[src/core/power_control_pkg.sv]
// Package: register map, field layout and carrier types of the power control bank
package power_control_pkg;
  localparam logic [11:0] OFS_CONST_TRIG   = 12'h078;
  localparam logic [11:0] OFS_LOW_TRIG     = 12'h07c;
  localparam logic [11:0] OFS_CONST_SUB    = 12'h0f8;
  localparam logic [11:0] OFS_LOW_SUB      = 12'h0fc;
  localparam logic [11:0] OFS_WARN_FLAG    = 12'h108;
  localparam logic [11:0] OFS_SENTRY_FLAG  = 12'h114;
  localparam logic [11:0] OFS_SEXIT_FLAG   = 12'h118;
  localparam logic [11:0] OFS_WARN_PUB     = 12'h188;
  localparam logic [11:0] OFS_SENTRY_PUB   = 12'h194;
  localparam logic [11:0] OFS_SEXIT_PUB    = 12'h198;
  localparam logic [11:0] OFS_IRQ_EN       = 12'h300;
  localparam logic [11:0] OFS_IRQ_EN_SET   = 12'h304;
  localparam logic [11:0] OFS_IRQ_EN_CLR   = 12'h308;
  localparam logic [11:0] OFS_RESET_CAUSE  = 12'h400;
  localparam logic [11:0] OFS_MODEM_PWR    = 12'h440;
  localparam logic [11:0] OFS_SCRATCH0     = 12'h51c;
  localparam logic [11:0] OFS_SCRATCH1     = 12'h520;

  localparam int CHAN_W     = 16;
  localparam int CHAN_COUNT = 16;
  localparam int EN_BIT     = 31;
  localparam int IRQ_WARN   = 2;
  localparam int IRQ_SENTRY = 5;
  localparam int IRQ_SEXIT  = 6;

  localparam logic [31:0] RESET_ZERO     = 32'h0000_0000;
  localparam logic [31:0] SUB_MASK       = 32'h8000_ffff;
  localparam logic [31:0] IRQ_MASK       = 32'h0000_0064;

  typedef struct packed {
    logic        en;
    logic [15:0] channelIndex;
  } sub_cfg_t;

  typedef struct packed {
    logic supplyWarning;
    logic sleepEntry;
    logic sleep_exit_event;
  } events_t;
endpackage

[src/core/power_control_regs.sv]
// Power control register bank: tasks, subscriptions, event flags, shared irq enables
//
// Functional notes
// - Writing 1 to constant-latency trigger starts task
// - Writing 1 to low-power trigger starts task
// - Constant-latency subscription: channel index, enable bit
// - Low-power subscription gated by enable, resets zero
// - Irq enable registers shared with clock unit
// - One bank exposes tasks, events, enables, warning
//
// Chosen here: the APB interface to the registers.
`timescale 1ns/10ps
module power_control_regs (
  input  wire logic        clk,
  input  wire logic        rst_n,
  input  wire logic        psel,
  input  wire logic        penable,
  input  wire logic        pwrite,
  input  wire logic [11:0] paddr,
  input  wire logic [31:0] pwdata,
  input  wire logic [3:0]  pstrb,
  output logic      [31:0] prdata,
  output logic             pready,
  output logic             pslverr,
  input  wire logic [15:0] channelEvents,
  input  wire power_control_pkg::events_t hwEvents,
  input  wire logic [31:0] resetCauseIn,
  input  wire logic        resetCauseLoad,
  input  wire logic [31:0] modemPowerState,
  input  wire logic        clockUnitEnWrite,
  input  wire logic [31:0] clockUnitEnData,
  output logic             constantLatencyTask,
  output logic             lowPowerTask,
  output power_control_pkg::events_t publishEvents,
  output logic [31:0]      irqEnableShared,
  output logic             irq
);
  power_control_pkg::sub_cfg_t constSub;
  power_control_pkg::sub_cfg_t lowSub;
  power_control_pkg::events_t  flags;
  logic [31:0] warnPub;
  logic [31:0] entryPub;
  logic [31:0] exitPub;
  logic [31:0] irqEnable;
  logic [31:0] resetCause;
  logic [31:0] scratch0;
  logic [31:0] scratch1;

  // Bus decode; one-cycle answer, pready is a flop so setup cycle precedes it
  wire logic access = psel & penable & ~pready;
  wire logic wrAcc  = access & pwrite;
  wire logic rdAcc  = access & ~pwrite;

  function automatic logic hit(input logic [11:0] a, input logic [11:0] ofs);
    return a == ofs;
  endfunction

  function automatic logic chanFires(input power_control_pkg::sub_cfg_t s,
                                     input logic [15:0] ev);
    // Out-of-range channel indices never fire
    return s.en && (s.channelIndex < 16'(power_control_pkg::CHAN_COUNT))
           && ev[s.channelIndex[3:0]];
  endfunction

  wire logic mapped = hit(paddr, power_control_pkg::OFS_CONST_TRIG)
    | hit(paddr, power_control_pkg::OFS_LOW_TRIG)
    | hit(paddr, power_control_pkg::OFS_CONST_SUB)
    | hit(paddr, power_control_pkg::OFS_LOW_SUB)
    | hit(paddr, power_control_pkg::OFS_WARN_FLAG)
    | hit(paddr, power_control_pkg::OFS_SENTRY_FLAG)
    | hit(paddr, power_control_pkg::OFS_SEXIT_FLAG)
    | hit(paddr, power_control_pkg::OFS_WARN_PUB)
    | hit(paddr, power_control_pkg::OFS_SENTRY_PUB)
    | hit(paddr, power_control_pkg::OFS_SEXIT_PUB)
    | hit(paddr, power_control_pkg::OFS_IRQ_EN)
    | hit(paddr, power_control_pkg::OFS_IRQ_EN_SET)
    | hit(paddr, power_control_pkg::OFS_IRQ_EN_CLR)
    | hit(paddr, power_control_pkg::OFS_RESET_CAUSE)
    | hit(paddr, power_control_pkg::OFS_MODEM_PWR)
    | hit(paddr, power_control_pkg::OFS_SCRATCH0)
    | hit(paddr, power_control_pkg::OFS_SCRATCH1);

  // Byte-lane writes; partial strobes are applied lane by lane
  wire logic [31:0] laneMask = {{8{pstrb[3]}}, {8{pstrb[2]}}, {8{pstrb[1]}}, {8{pstrb[0]}}};
  function automatic logic [31:0] merge(input logic [31:0] old, input logic [31:0] nw,
                                        input logic [31:0] m);
    return (old & ~m) | (nw & m);
  endfunction

  wire logic wrConstTrig = wrAcc & hit(paddr, power_control_pkg::OFS_CONST_TRIG);
  wire logic wrLowTrig   = wrAcc & hit(paddr, power_control_pkg::OFS_LOW_TRIG);
  wire logic wrConstSub  = wrAcc & hit(paddr, power_control_pkg::OFS_CONST_SUB);
  wire logic wrLowSub    = wrAcc & hit(paddr, power_control_pkg::OFS_LOW_SUB);
  wire logic wrWarnFlag  = wrAcc & hit(paddr, power_control_pkg::OFS_WARN_FLAG);
  wire logic wrEntryFlag = wrAcc & hit(paddr, power_control_pkg::OFS_SENTRY_FLAG);
  wire logic wrExitFlag  = wrAcc & hit(paddr, power_control_pkg::OFS_SEXIT_FLAG);
  wire logic wrIrqEn     = wrAcc & hit(paddr, power_control_pkg::OFS_IRQ_EN);
  wire logic wrIrqSet    = wrAcc & hit(paddr, power_control_pkg::OFS_IRQ_EN_SET);
  wire logic wrIrqClr    = wrAcc & hit(paddr, power_control_pkg::OFS_IRQ_EN_CLR);
  wire logic wrResetCause = wrAcc & hit(paddr, power_control_pkg::OFS_RESET_CAUSE);

  // Task triggers: software write of 1 or a subscribed channel event
  wire logic next_constTask = (wrConstTrig & pstrb[0] & pwdata[0])
                            | chanFires(constSub, channelEvents);
  wire logic next_lowTask   = (wrLowTrig & pstrb[0] & pwdata[0])
                            | chanFires(lowSub, channelEvents);

  // Subscription registers keep only channel field and enable bit
  wire logic [31:0] constSubWord = {constSub.en, 15'h0000, constSub.channelIndex};
  wire logic [31:0] lowSubWord   = {lowSub.en, 15'h0000, lowSub.channelIndex};
  wire logic [31:0] constSubNew  = merge(constSubWord, pwdata, laneMask)
                                   & power_control_pkg::SUB_MASK;
  wire logic [31:0] lowSubNew    = merge(lowSubWord, pwdata, laneMask)
                                   & power_control_pkg::SUB_MASK;

  // Flag clear: writing 0 clears; a same-cycle event still sets
  wire logic clrWarn  = wrWarnFlag  & pstrb[0] & ~pwdata[0];
  wire logic clrEntry = wrEntryFlag & pstrb[0] & ~pwdata[0];
  wire logic clrExit  = wrExitFlag  & pstrb[0] & ~pwdata[0];
  wire power_control_pkg::events_t next_flags = '{
    supplyWarning: hwEvents.supplyWarning | (flags.supplyWarning & ~clrWarn),
    sleepEntry:    hwEvents.sleepEntry    | (flags.sleepEntry & ~clrEntry),
    sleep_exit_event:     hwEvents.sleep_exit_event     | (flags.sleep_exit_event & ~clrExit)
  };

  // Shared enable: either unit may write; clock-unit write applied after ours
  wire logic [31:0] enAfterBus = wrIrqEn  ? merge(irqEnable, pwdata, laneMask)
                               : wrIrqSet ? (irqEnable | (pwdata & laneMask))
                               : wrIrqClr ? (irqEnable & ~(pwdata & laneMask))
                               : irqEnable;
  wire logic [31:0] next_irqEnable = clockUnitEnWrite ? clockUnitEnData : enAfterBus;

  wire logic next_irq =
      (next_flags.supplyWarning & next_irqEnable[power_control_pkg::IRQ_WARN])
    | (next_flags.sleepEntry    & next_irqEnable[power_control_pkg::IRQ_SENTRY])
    | (next_flags.sleep_exit_event     & next_irqEnable[power_control_pkg::IRQ_SEXIT]);

  // Read mux; trigger registers are write-only and read zero
  wire logic [31:0] rdWord =
      hit(paddr, power_control_pkg::OFS_CONST_SUB)   ? constSubWord :
      hit(paddr, power_control_pkg::OFS_LOW_SUB)     ? lowSubWord :
      hit(paddr, power_control_pkg::OFS_WARN_FLAG)   ? {31'h0, flags.supplyWarning} :
      hit(paddr, power_control_pkg::OFS_SENTRY_FLAG) ? {31'h0, flags.sleepEntry} :
      hit(paddr, power_control_pkg::OFS_SEXIT_FLAG)  ? {31'h0, flags.sleep_exit_event} :
      hit(paddr, power_control_pkg::OFS_WARN_PUB)    ? warnPub :
      hit(paddr, power_control_pkg::OFS_SENTRY_PUB)  ? entryPub :
      hit(paddr, power_control_pkg::OFS_SEXIT_PUB)   ? exitPub :
      (hit(paddr, power_control_pkg::OFS_IRQ_EN) | hit(paddr, power_control_pkg::OFS_IRQ_EN_SET)
       | hit(paddr, power_control_pkg::OFS_IRQ_EN_CLR)) ? irqEnable :
      hit(paddr, power_control_pkg::OFS_RESET_CAUSE) ? resetCause :
      hit(paddr, power_control_pkg::OFS_MODEM_PWR)   ? modemPowerState :
      hit(paddr, power_control_pkg::OFS_SCRATCH0)    ? scratch0 :
      hit(paddr, power_control_pkg::OFS_SCRATCH1)    ? scratch1 :
      power_control_pkg::RESET_ZERO;

  // Reset cause: hardware load wins; software writes 1 to clear bits
  wire logic [31:0] next_resetCause = resetCauseLoad ? resetCauseIn
      : wrResetCause ? (resetCause & ~(pwdata & laneMask)) : resetCause;

  always_ff @(posedge clk) begin
    if (!rst_n) begin
      pready  <= 1'b0;
      pslverr <= 1'b0;
      prdata  <= power_control_pkg::RESET_ZERO;
    end else begin
      pready  <= access;
      pslverr <= access & ~mapped;
      prdata  <= (rdAcc & mapped) ? rdWord : power_control_pkg::RESET_ZERO;
    end
  end

  always_ff @(posedge clk) begin
    if (!rst_n) begin
      constSub <= '0;
      lowSub   <= '0;
    end else begin
      if (wrConstSub) begin
        constSub <= '{en: constSubNew[power_control_pkg::EN_BIT],
                      channelIndex: constSubNew[15:0]};
      end
      if (wrLowSub) begin
        lowSub <= '{en: lowSubNew[power_control_pkg::EN_BIT],
                    channelIndex: lowSubNew[15:0]};
      end
    end
  end

  // Write strobes of the plain storage registers
  wire logic wrWarnPub  = wrAcc & hit(paddr, power_control_pkg::OFS_WARN_PUB);
  wire logic wrEntryPub = wrAcc & hit(paddr, power_control_pkg::OFS_SENTRY_PUB);
  wire logic wrExitPub  = wrAcc & hit(paddr, power_control_pkg::OFS_SEXIT_PUB);
  wire logic wrScratch0 = wrAcc & hit(paddr, power_control_pkg::OFS_SCRATCH0);
  wire logic wrScratch1 = wrAcc & hit(paddr, power_control_pkg::OFS_SCRATCH1);

  // Task pulses last one cycle; nothing stretches them
  always_ff @(posedge clk) begin
    if (!rst_n) begin
      constantLatencyTask <= 1'b0;
      lowPowerTask        <= 1'b0;
    end else begin
      constantLatencyTask <= next_constTask;
      lowPowerTask        <= next_lowTask;
    end
  end

  always_ff @(posedge clk) begin
    if (!rst_n) begin
      flags <= '0;
    end else begin
      flags <= next_flags;
    end
  end

  // Publish mirrors the raw event, not the sticky flag
  always_ff @(posedge clk) begin
    if (!rst_n) begin
      publishEvents <= '0;
    end else begin
      publishEvents <= '{supplyWarning: hwEvents.supplyWarning & warnPub[31],
                         sleepEntry:    hwEvents.sleepEntry & entryPub[31],
                         sleep_exit_event:     hwEvents.sleep_exit_event & exitPub[31]};
    end
  end

  // Local copy and port copy stay equal so both units read one word
  always_ff @(posedge clk) begin
    if (!rst_n) begin
      irqEnable       <= power_control_pkg::RESET_ZERO;
      irqEnableShared <= power_control_pkg::RESET_ZERO;
    end else begin
      irqEnable       <= next_irqEnable;
      irqEnableShared <= next_irqEnable;
    end
  end

  always_ff @(posedge clk) begin
    if (!rst_n) begin
      irq <= 1'b0;
    end else begin
      irq <= next_irq;
    end
  end

  always_ff @(posedge clk) begin
    if (!rst_n) begin
      resetCause <= power_control_pkg::RESET_ZERO;
    end else begin
      resetCause <= next_resetCause;
    end
  end

  always_ff @(posedge clk) begin
    if (!rst_n) begin
      warnPub <= power_control_pkg::RESET_ZERO;
    end else if (wrWarnPub) begin
      warnPub <= merge(warnPub, pwdata, laneMask) & power_control_pkg::SUB_MASK;
    end
  end

  always_ff @(posedge clk) begin
    if (!rst_n) begin
      entryPub <= power_control_pkg::RESET_ZERO;
    end else if (wrEntryPub) begin
      entryPub <= merge(entryPub, pwdata, laneMask) & power_control_pkg::SUB_MASK;
    end
  end

  always_ff @(posedge clk) begin
    if (!rst_n) begin
      exitPub <= power_control_pkg::RESET_ZERO;
    end else if (wrExitPub) begin
      exitPub <= merge(exitPub, pwdata, laneMask) & power_control_pkg::SUB_MASK;
    end
  end

  // Scratch words are cleared by any reset of this bank
  always_ff @(posedge clk) begin
    if (!rst_n) begin
      scratch0 <= power_control_pkg::RESET_ZERO;
    end else if (wrScratch0) begin
      scratch0 <= merge(scratch0, pwdata, laneMask);
    end
  end

  always_ff @(posedge clk) begin
    if (!rst_n) begin
      scratch1 <= power_control_pkg::RESET_ZERO;
    end else if (wrScratch1) begin
      scratch1 <= merge(scratch1, pwdata, laneMask);
    end
  end
endmodule

[config.mk]
export PLATFORM = sky130hd
export DESIGN_NAME = power_control_regs
export DESIGN_NICKNAME = d
export VERILOG_FILES = /design/src/core/power_control_pkg.sv /design/src/core/power_control_regs.sv
export SDC_FILE = /design/constraint.sdc
export NUM_CORES = 1
export LEC_CHECK = 0
export ABC_AREA = 1
export BUFFER_PORTS_ARGS = -buffer_cell sky130_fd_sc_hd__buf_4
export CAP_MARGIN = 20
export CORE_ASPECT_RATIO = 1.5
export CORE_UTILIZATION = 42
export DETAILED_ROUTE_END_ITERATION = 10
export MAX_ROUTING_LAYER = met4
export PLACE_DENSITY = 0.6
export SYNTH_ARGS = -nofsm -noshare
export SYNTH_HDL_FRONTEND = slang
export SYNTH_SLANG_ARGS = --single-unit
[constraint.sdc]
create_clock -name clk -period 4.5 [get_ports clk]
set_clock_uncertainty 0.1 [all_clocks]
set_input_delay 0.225 -clock clk [delete_from_list [all_inputs] [get_ports clk]]
set_output_delay 0.225 -clock clk [all_outputs]
set_load 0.005 [all_outputs]
==> results of run 1 <==
-- routing by layer --
metal	track usage (%)	vias up	part of all wire, %
met4	14.15	0	4.5
met3	3.789	127	6.1
met5	-	-	0
li1	-	6858	-
met2	55.98	571	52
met1	33.59	6381	37
-- timing repair --
item,CTS,global route
gates resized for setup,0,0
hold endpoints to repair,198,0
hold buffers,91,0
-- Yosys cell counts, drive strengths merged --
cell	n
a211oi	41
a21o	1
a21oi	234
a221oi	14
a22o	1
a22oi	1
and3	1
buf	31
clkbuf	79
clkinv	5
dfxtp	256
inv	246
mux2i	1
nand2	458
nand3	63
nand3b	1
nand4	9
nor2	136
nor3	12
nor3b	1
nor4	4
nor4b	1
o211ai	69
o21a	3
o21ai	172
o221ai	19
o22ai	38
o31ai	1
or2	2
-- worst max-delay path: cells and delay by family, from the launching register on --
family | cells | cell delay (ns)
simple gates | 5 | 1.47
buf+inv | 2 | 0.41
compound gates | 3 | 0.39
flops | 1 | 0.31
-- placed cells by master (no fill, tap or decap), drive strengths merged, types with 2 or more instances in the layout --
cell	count
a221oi	14
clkinvlp	3
dlygate4sd3	91
buf	251
nand4	9
nor4	4
o21a	3
o22ai	38
dfxtp	256
nor2	136
a211oi	41
nand2	458
o21ai	172
nand3	63
nor3	12
a21oi	234
clkinv	7
bufinv	7
inv	247
clkbuf	35
o211ai	69
o221ai	19
or2	2
-- area by class of cell --
| type | instances | area (µm²) | share of cell area, % |
|---|---|---|---|
| repair buffers | 342 | 2808 | 16.77 |
| clock inverters | 13 | 247.7 | 1.479 |
| inverters | 251 | 947.2 | 5.656 |
| well taps | 400 | 500.5 | 2.988 |
| clock buffers | 35 | 765.7 | 4.572 |
| multi-input cells | 1283 | 6354 | 37.94 |
| flip-flops and latches | 256 | 5125 | 30.60 |
-- path summary, 6_finish.rpt --
path                            cells past startpoint  slack [ns]       end
worst min-delay path                                5        0.02  register
worst max register to register                     10        1.71  register
worst max-delay path                               10        1.71  register
worst min register to register                      2        0.35  register
-- cells by family (layout without fill, tap and decap cells) --
family | after synthesis | in the layout | share of synthesized area, %
simple gates | 688 | 688 | 22.46
compound gates | 594 | 594 | 26.75
buf+inv | 361 | 641 | 10.92
flops | 256 | 256 | 39.79
mux | 1 | 1 | 0.07772
-- power groups by stage --
| stage | Clock, µW | Combinational (µW) | Sequential, µW |
|---|---|---|---|
| 5_1_grt | 2690 | 559 | 2330 |
| 6_report | 2560 | 518 | 2330 |
| 3_5_place_dp | 0 | 447 | 2380 |
| 2_1_floorplan | 0 | 202 | 2370 |
| 4_1_cts | 2590 | 512 | 2330 |
| 3_3_place_gp | 0 | 444 | 2380 |
-- per-stage QoR --
| step | std cells | instance area (µm²) |
|---|---|---|
| floorplan | 1900 | 12880 |
| finish | 2580 | 16750 |
| detailed placement | 2441 | 14820 |
| global route | 2580 | 16750 |
| global placement | 2441 | 14820 |
| CTS | 2580 | 16750 |
==> run_results.csv, run 1 <==
group,metric,value,unit
outcome,status,"completed",
final_layout,area_delta_synth_final,30.03,%
final_layout,final_core_util,55.36,%
clock_tree,clkSlewWorstSetupHoldPaths,0.07,ns
logic_synthesis,ys_ff_latch,256,
power_and_ir_drop,finalPower,5408,µW
final_layout,fillCellCount,3062,
floorplan,row_count,78,
timing,slew_viol_final,0,
place,portBuffers,241,
timing,min_period_over_period,61.91,%
critical_path,slowest_stage,"nor2_2",
logic_synthesis,ys_types,42,
logic_synthesis,ys_seq_area_share,39.79,%
routing,dr.pass1.iters,6,
floorplan,core,0.03025,mm²
clock_tree,cts.htree.levels,1,
critical_path,cp_cell_sequence,"nand3b_1 > nor2_4 > nand3_2 > nor2_2 > buf_4 > o21ai_0 > a21oi_1 > o22ai_1 > nand2_1 > inv_1",
global_routing,gr-usage-all-layers,30.94,%
routing,antenna_left,0,
clock_tree,cts_tree,"built",
floorplan,initial_core_util,42.57,%
place,dp_slack,1.477,ns
floorplan,die_h,216.5,µm
timing,fin_crit,2.786,ns
timing,fin_setup_tns,0,ns
power_and_ir_drop,swShare,23.58,%
critical_path,slowest_delay,0.55,ns
floorplan,die_w,145.0,µm
logic_synthesis,syn_inst,1900,
global_routing,antenna_found_initial,0,
timing,tightest_slew,0.9235,ns
timing,rsz0062_at_grt,"no",
global_routing,grt_overflow,0,
critical_path,worstSetupPathType,"register to register",
power_and_ir_drop,p_per_area,322.9,mW/mm²
final_layout,final_layout_size_suffix_gt1_share,16.65,%
global_routing,grt_pass1_vias,13350,
global_routing,grt_max_degree,116,
run,max_cap_violations,0,
power_and_ir_drop,p_sw,1275,µW
logic_synthesis,synth_warnings,0,
worst_hold_path,min_from,"clockUnitEnData[8]",
routing,drc_errors,0,
timing,hold_viol,0,
power_and_ir_drop,p_int,4133,µW
timing,whs,0.01881,ns
routing,vias,13940,
place,dp_hpwl,34010,µm
routing,vias_per_cell,5.402,
critical_path,worst-path-max-fanout,16,
critical_path,crit_path_end_kind,"register",
floorplan,die-area,0.03139,mm²
final_layout,diodes,0,
clock_tree,cts_sinks,256,
power_and_ir_drop,clock_power_share,47.4,%
logic_synthesis,synthesis.area,0.01288,mm²
clock_tree,cts_root_buffer,"clkbuf_16",
critical_path,r2r-start,"pready$_SDFF_PN0_",
power_and_ir_drop,seqPwrFrac,43.0,%
logic_synthesis,syn_nets,2070,
timing,finalSetupViolations,0,
clock_tree,cts_made_buffers,26,
global_routing,grt_first_pass_wirelength,74290,µm
clock_tree,post_cts_buffers,0,
floorplan,floorplan.io_pins,242,
worst_hold_path,timing.hold.worst.class,"input port to register",
clock_tree,max-clock-path-buffers,3,
power_and_ir_drop,power_frac_comb,9.6,%
timing,relSlewSlack,38.37,%
clock_tree,clk_latency,0.54,ns
logic_synthesis,synth_top_area_share,39.79,%
routing,drtIter0Drc,985,
critical_path,cp-start-kind,"register",
timing,clock.fmax,358.9,MHz
power_and_ir_drop,power.leakage,0.006789,µW
timing,fin_ws,1.714,ns
power_and_ir_drop,ir_drop,0.2350,mV
critical_path,worstPathRequired,4.84,ns
logic_synthesis,yosysTopAreaCell,"dfxtp_1",
critical_path,cp-startpoint,"pready$_SDFF_PN0_",
logic_synthesis,syn_avg_cell_area,6.779,µm²
logic_synthesis,yosys-top-cells-area,"dfxtp_1 (40%), nand2_1 (13%), a21oi_1 (9.1%), inv_1 (6.6%), o21ai_0 (6.3%)",
routing,wl_per_cell,18.78,µm
routing,wl,48460,µm
critical_path,crit_arrival,3.13,ns
final_layout,fin_nets,2330,
place,routabilityCongestion,0.9215,
Power figures use the tool's default switching activity.
==> run 2: changes to the inputs <==
- PLACE_DENSITY: 0.6 -> 0.63
- clock period: 4.5 -> 2.33 ns (I/O delays scaled with it)
==> run_results.csv, run 2 (synthesis results as in run 1) <==
group,metric,value,unit
worst_hold_path,timing.hold.worst.class,"input port to register",
global_routing,gr-usage-all-layers,32.06,%
timing,finalSetupViolations,0,
final_layout,final-instance-count-excl-fill,2720,
critical_path,cp_cell_sequence,"nand3b_1 > nor2_4 > nand3_1 > buf_4 > o211ai_1 > a21oi_1 > dlygate4sd3_1",
global_routing,grt_first_pass_wirelength,77300,µm
critical_path,cpLargestDelayFamily,"buffers and inverters",
place,portBuffers,241,
power_and_ir_drop,power.leakage,0.007425,µW
critical_path,crit_path_end_kind,"register",
timing,whs,0.01589,ns
routing,vias,14660,
critical_path,slowest_delay,0.61,ns
timing,tightest_slew,0.7280,ns
final_layout,final_layout_size_suffix_gt1_share,18.36,%
place,dp_hpwl,34240,µm
global_routing,grt_pass1_vias,14200,
final_layout,final_common_cell,"nand2_1",
power_and_ir_drop,p_per_area,562.3,mW/mm²
clock_tree,cts_made_buffers,26,
timing,clock.fmax,438.1,MHz
clock_tree,cts_tree,"built",
critical_path,path_buf_inv,2,
final_layout,area_delta_synth_final,39.68,%
routing,wl,50080,µm
clock_tree,cts.htree.levels,1,
timing,fin_crit,2.283,ns
final_layout,fillCellCount,2813,
timing,hold_viol,0,
floorplan,die-area,0.03139,mm²
timing,relSlewSlack,51.46,%
final_layout,final_core_util,59.47,%
power_and_ir_drop,ir_drop,0.5481,mV
floorplan,die_h,216.5,µm
floorplan,floorplan.io_pins,242,
floorplan,row_count,78,
floorplan,die_w,145.0,µm
critical_path,worstPathRequired,2.67,ns
clock_tree,cts_sinks,256,
final_layout,fin_nets,2473,
floorplan,core,0.03025,mm²
global_routing,grt_overflow,0,
floorplan,initial_core_util,42.57,%
run,max_cap_violations,0,
clock_tree,clkSlewWorstSetupHoldPaths,0.06,ns
clock_tree,cts_root_buffer,"clkbuf_16",
global_routing,grt_max_degree,131,
global_routing,antenna_found_initial,0,
critical_path,slowest_stage,"dlygate4sd3_1",
power_and_ir_drop,finalPower,10120,µW
critical_path,cp-startpoint,"pready$_SDFF_PN0_",
routing,dr.pass1.iters,5,
critical_path,crit_arrival,2.62,ns
routing,drtIter0Drc,1037,
critical_path,r2r-start,"pready$_SDFF_PN0_",
routing,vias_per_cell,5.389,
routing,wl_per_cell,18.41,µm
place,routabilityCongestion,0.9280,
timing,slew_viol_final,0,
critical_path,worstSetupPathType,"register to register",
final_layout,diodes,0,
worst_hold_path,min_from,"penable",
critical_path,cp-start-kind,"register",
outcome,status,"completed",
timing,min_period_over_period,97.98,%
routing,drc_errors,0,
timing,fin_setup_tns,0,ns
clock_tree,clk_latency,0.55,ns
clock_tree,max-clock-path-buffers,3,
place,dpl.cell_count,2506,
routing,antenna_left,0,
final_layout,layout_common_cells,"nand2_1 (451), buf_4 (310), dfxtp_1 (256)",
critical_path,worst-path-max-fanout,31,
run 2: final cells by class:
| cell class | count | area (µm²) | share of cell area (%) |
|---|---|---|---|
| clock inverters | 10 | 132.6 | 0.7372 |
| inverters | 251 | 947.2 | 5.265 |
| flip-flops and latches | 256 | 5125 | 28.49 |
| well taps | 400 | 500.5 | 2.782 |
| repair buffers | 485 | 4159 | 23.12 |
| multi-input cells | 1283 | 6361 | 35.36 |
| clock buffers | 35 | 765.7 | 4.256 |
run 2: metrics by stage:
| stage | setup slack [ns] | area [µm²] |
|---|---|---|
| after detailed placement | 0.06985 | 15380 |
| final | 0.04716 | 17990 |
| after global placement | 0.07591 | 15380 |
| after floorplan | 0.4041 | 12880 |
| after global routing | -0.01360 | 17990 |
| after CTS | 0.02775 | 17950 |
run 2: worst register-to-register path, cell delays in order, from the launching register on:
cell,delay (ns)
dfxtp_1,0.30
nand3b_1,0.22
nor2_4,0.21
nand3_1,0.10
buf_4,0.28
o211ai_1,0.26
a21oi_1,0.10
dlygate4sd3_1,0.61
run 2: what timing repair did:
item                       in CTS  in global routing
setup buffers                   0                  2
hold buffers                  167                  0
gates resized for setup         0                  3
setup endpoints to repair       0                 35
hold endpoints to repair      222                  0
run 2: where the power goes:
group | internal [µW] | switching [µW]
combinational | 562 | 571
sequential | 4440 | 56.5
clock | 2630 | 1860
total | 7630 | 2480
run 2: routing by layer:
metal  vias up  track usage [%]  routed length [µm]
li1       7134                -                   -
met3       145            2.821                2642
met2       603            57.92               25790
met4         0            15.35                2358
met5         -                -                   0
met1      6776            35.29               19290
run 2: final timing paths:
path	end	slack [ns]	depth (start not counted)
worst max register to register	resetCause[22]$_SDFFE_PN0P_	0.05	7
worst max-delay path	resetCause[22]$_SDFFE_PN0P_	0.05	7
worst min-delay path	pslverr$_SDFF_PN0_	0.02	5
worst min register to register	register	0.35	2
==> run 3: changes to the inputs <==
- BUFFER_PORTS_ARGS: -buffer_cell sky130_fd_sc_hd__buf_4 -> -buffer_cell sky130_fd_sc_hd__buf_2
- CORE_MARGIN: not set -> 3
==> run_results.csv, run 3 (synthesis results as in run 1) <==
group,metric,value,unit
timing,slew_viol_final,0,
floorplan,row_count,77,
routing,vias,14350,
clock_tree,cts.htree.levels,1,
final_layout,final_layout_size_suffix_gt1_share,18.51,%
worst_hold_path,timing.hold.worst.class,"input port to register",
floorplan,die-area,0.03285,mm²
global_routing,gr-max-usage-layer,"met2",
global_routing,grt_use_met3,3.565,%
clock_tree,cts_tree,"built",
place,dp_hpwl,34840,µm
critical_path,worst-path-max-fanout,31,
global_routing,grt_max_degree,131,
place,routabilityCongestion,0.9345,
critical_path,crit_arrival,2.58,ns
outcome,status,"completed",
power_and_ir_drop,ir_drop,0.5238,mV
place,portBuffers,241,
routing,drtIter0Drc,925,
power_and_ir_drop,power_frac_comb,10.2,%
critical_path,crit_path_end_kind,"register",
global_routing,grt_pass1_vias,14160,
routing,dr.pass1.iters,5,
timing,hold_viol,0,
final_layout,final_core_util,56.59,%
place,placed_cell_area,0.01478,mm²
routing,wl_per_cell,18.23,µm
final_layout,final_common_cell,"nand2_1",
timing,min_period_over_period,96.66,%
place,dp_slack,0.1399,ns
floorplan,floorplan.io_pins,242,
global_routing,gr-usage-all-layers,29.63,%
power_and_ir_drop,finalPower,9513,µW
timing,finalSetupViolations,0,
timing,clock.fmax,444.0,MHz
power_and_ir_drop,clock_power_share,42.5,%
timing,rsz0062_at_grt,"yes",
routing,wl,48780,µm
power_and_ir_drop,power.leakage,0.007093,µW
routing,antenna_left,0,
final_layout,layout_common_cells,"nand2_1 (450), dfxtp_1 (256), buf_2 (241)",
floorplan,core,0.02987,mm²
clock_tree,cts_made_buffers,26,
floorplan,initial_core_util,43.13,%
global_routing,grt_first_pass_wirelength,75630,µm
power_and_ir_drop,swShare,24.96,%
critical_path,worstSetupPathType,"register to register",
power_and_ir_drop,p_sw,2375,µW
critical_path,cp-start-kind,"register",
final_layout,fin_nets,2433,
power_and_ir_drop,p_per_area,562.9,mW/mm²
final_layout,post-route-cell-area,0.01690,mm²
critical_path,worstPathRequired,2.66,ns
clock_tree,clk_latency,0.56,ns
routing,vias_per_cell,5.364,
power_and_ir_drop,p_int,7139,µW
final_layout,area_delta_synth_final,31.22,%
timing,fin_ws,0.07781,ns
timing,fin_setup_tns,0,ns
timing,tightest_slew,0.6787,ns
floorplan,die_w,149.0,µm
run,max_cap_violations,0,
timing,fin_crit,2.252,ns
global_routing,antenna_found_initial,0,
global_routing,grt.met1_usage,33.33,%
clock_tree,cts_sinks,256,
power_and_ir_drop,seqPwrFrac,47.2,%
floorplan,die_h,220.5,µm
global_routing,grt_overflow,0,
clock_tree,clkSlewWorstSetupHoldPaths,0.06,ns
clock_tree,max-clock-path-buffers,3,
timing,relSlewSlack,54.75,%
clock_tree,cts_root_buffer,"clkbuf_16",
routing,drc_errors,0,
final_layout,diodes,0,
global_routing,use_met2,52.92,%
## run 3: cell types whose count changed in the layout (fill, tap and decap cells not counted), moves of 3 or more
cell and change:
dlygate4sd3_1 -42, buf_2 +241, buf_4 -243, clkbuf_1 +9, clkbuf_8 -3
## run 3: critical path, stage by stage (launching register included)
cell and delay, ns:
dfxtp_1 0.30, nand3b_1 0.21, nor2_4 0.24, nand3_1 0.15
buf_6 0.21, o211ai_1 0.20, a21oi_1 0.09, dlygate4sd3_1 0.60
## run 3: power groups by stage
stage          registers, µW  logic [µW]  clock network [µW]
2_1_floorplan           4580         390                   0
3_3_place_gp            4590         781                   0
3_5_place_dp            4590         789                   0
4_1_cts                 4490         953                4100
5_1_grt                 4500        1060                4300
6_report                4490         971                4050
## run 3: path summary, 6_finish.rpt
| path | from | end | slack (ns) | cells past startpoint |
|---|---|---|---|---|
| hold reg to reg | register | register | 0.35 | 2 |
| hold / removal | modemPowerState[26] | prdata[26]$_SDFF_PP0_ | 0.01 | 7 |
| setup reg to reg | pready$_SDFF_PN0_ | resetCause[24]$_SDFFE_PN0P_ | 0.08 | 7 |
| setup / recovery | pready$_SDFF_PN0_ | resetCause[24]$_SDFFE_PN0P_ | 0.08 | 7 |
## run 3: through the flow
stage          cells  hold WS [ns]
2_1_floorplan   1900        0.1570
3_3_place_gp    2502        0.2763
3_5_place_dp    2502        0.2783
4_1_cts         2672     0.0002715
5_1_grt         2675       0.03548
6_report        2675       0.01101
## run 3: final cells by class
type / instances / area, µm²
inverters: 251 / 948.4
clock buffers: 40 / 733.2
flip-flops and latches: 256 / 5125
clock inverters: 5 / 61.31
well taps: 395 / 494.2
multi-input cells: 1283 / 6361
fillers: 2992 / 12960
repair buffers: 445 / 3178
## run 3: what timing repair did
| item | CTS | global route |
|---|---|---|
| endpoints found under the setup margin | 0 | 77 |
| hold buffers | 125 | 0 |
| hold endpoints to repair | 221 | 0 |
| gates resized for setup | 0 | 10 |
| buffers inserted | 0 | 3 |
## run 3: metal layers
metal | up-vias | routed length (µm)
met5 | - | 0
met4 | 0 | 2031
met3 | 127 | 2800
met2 | 525 | 25250
met1 | 6640 | 18700
li1 | 7058 | -
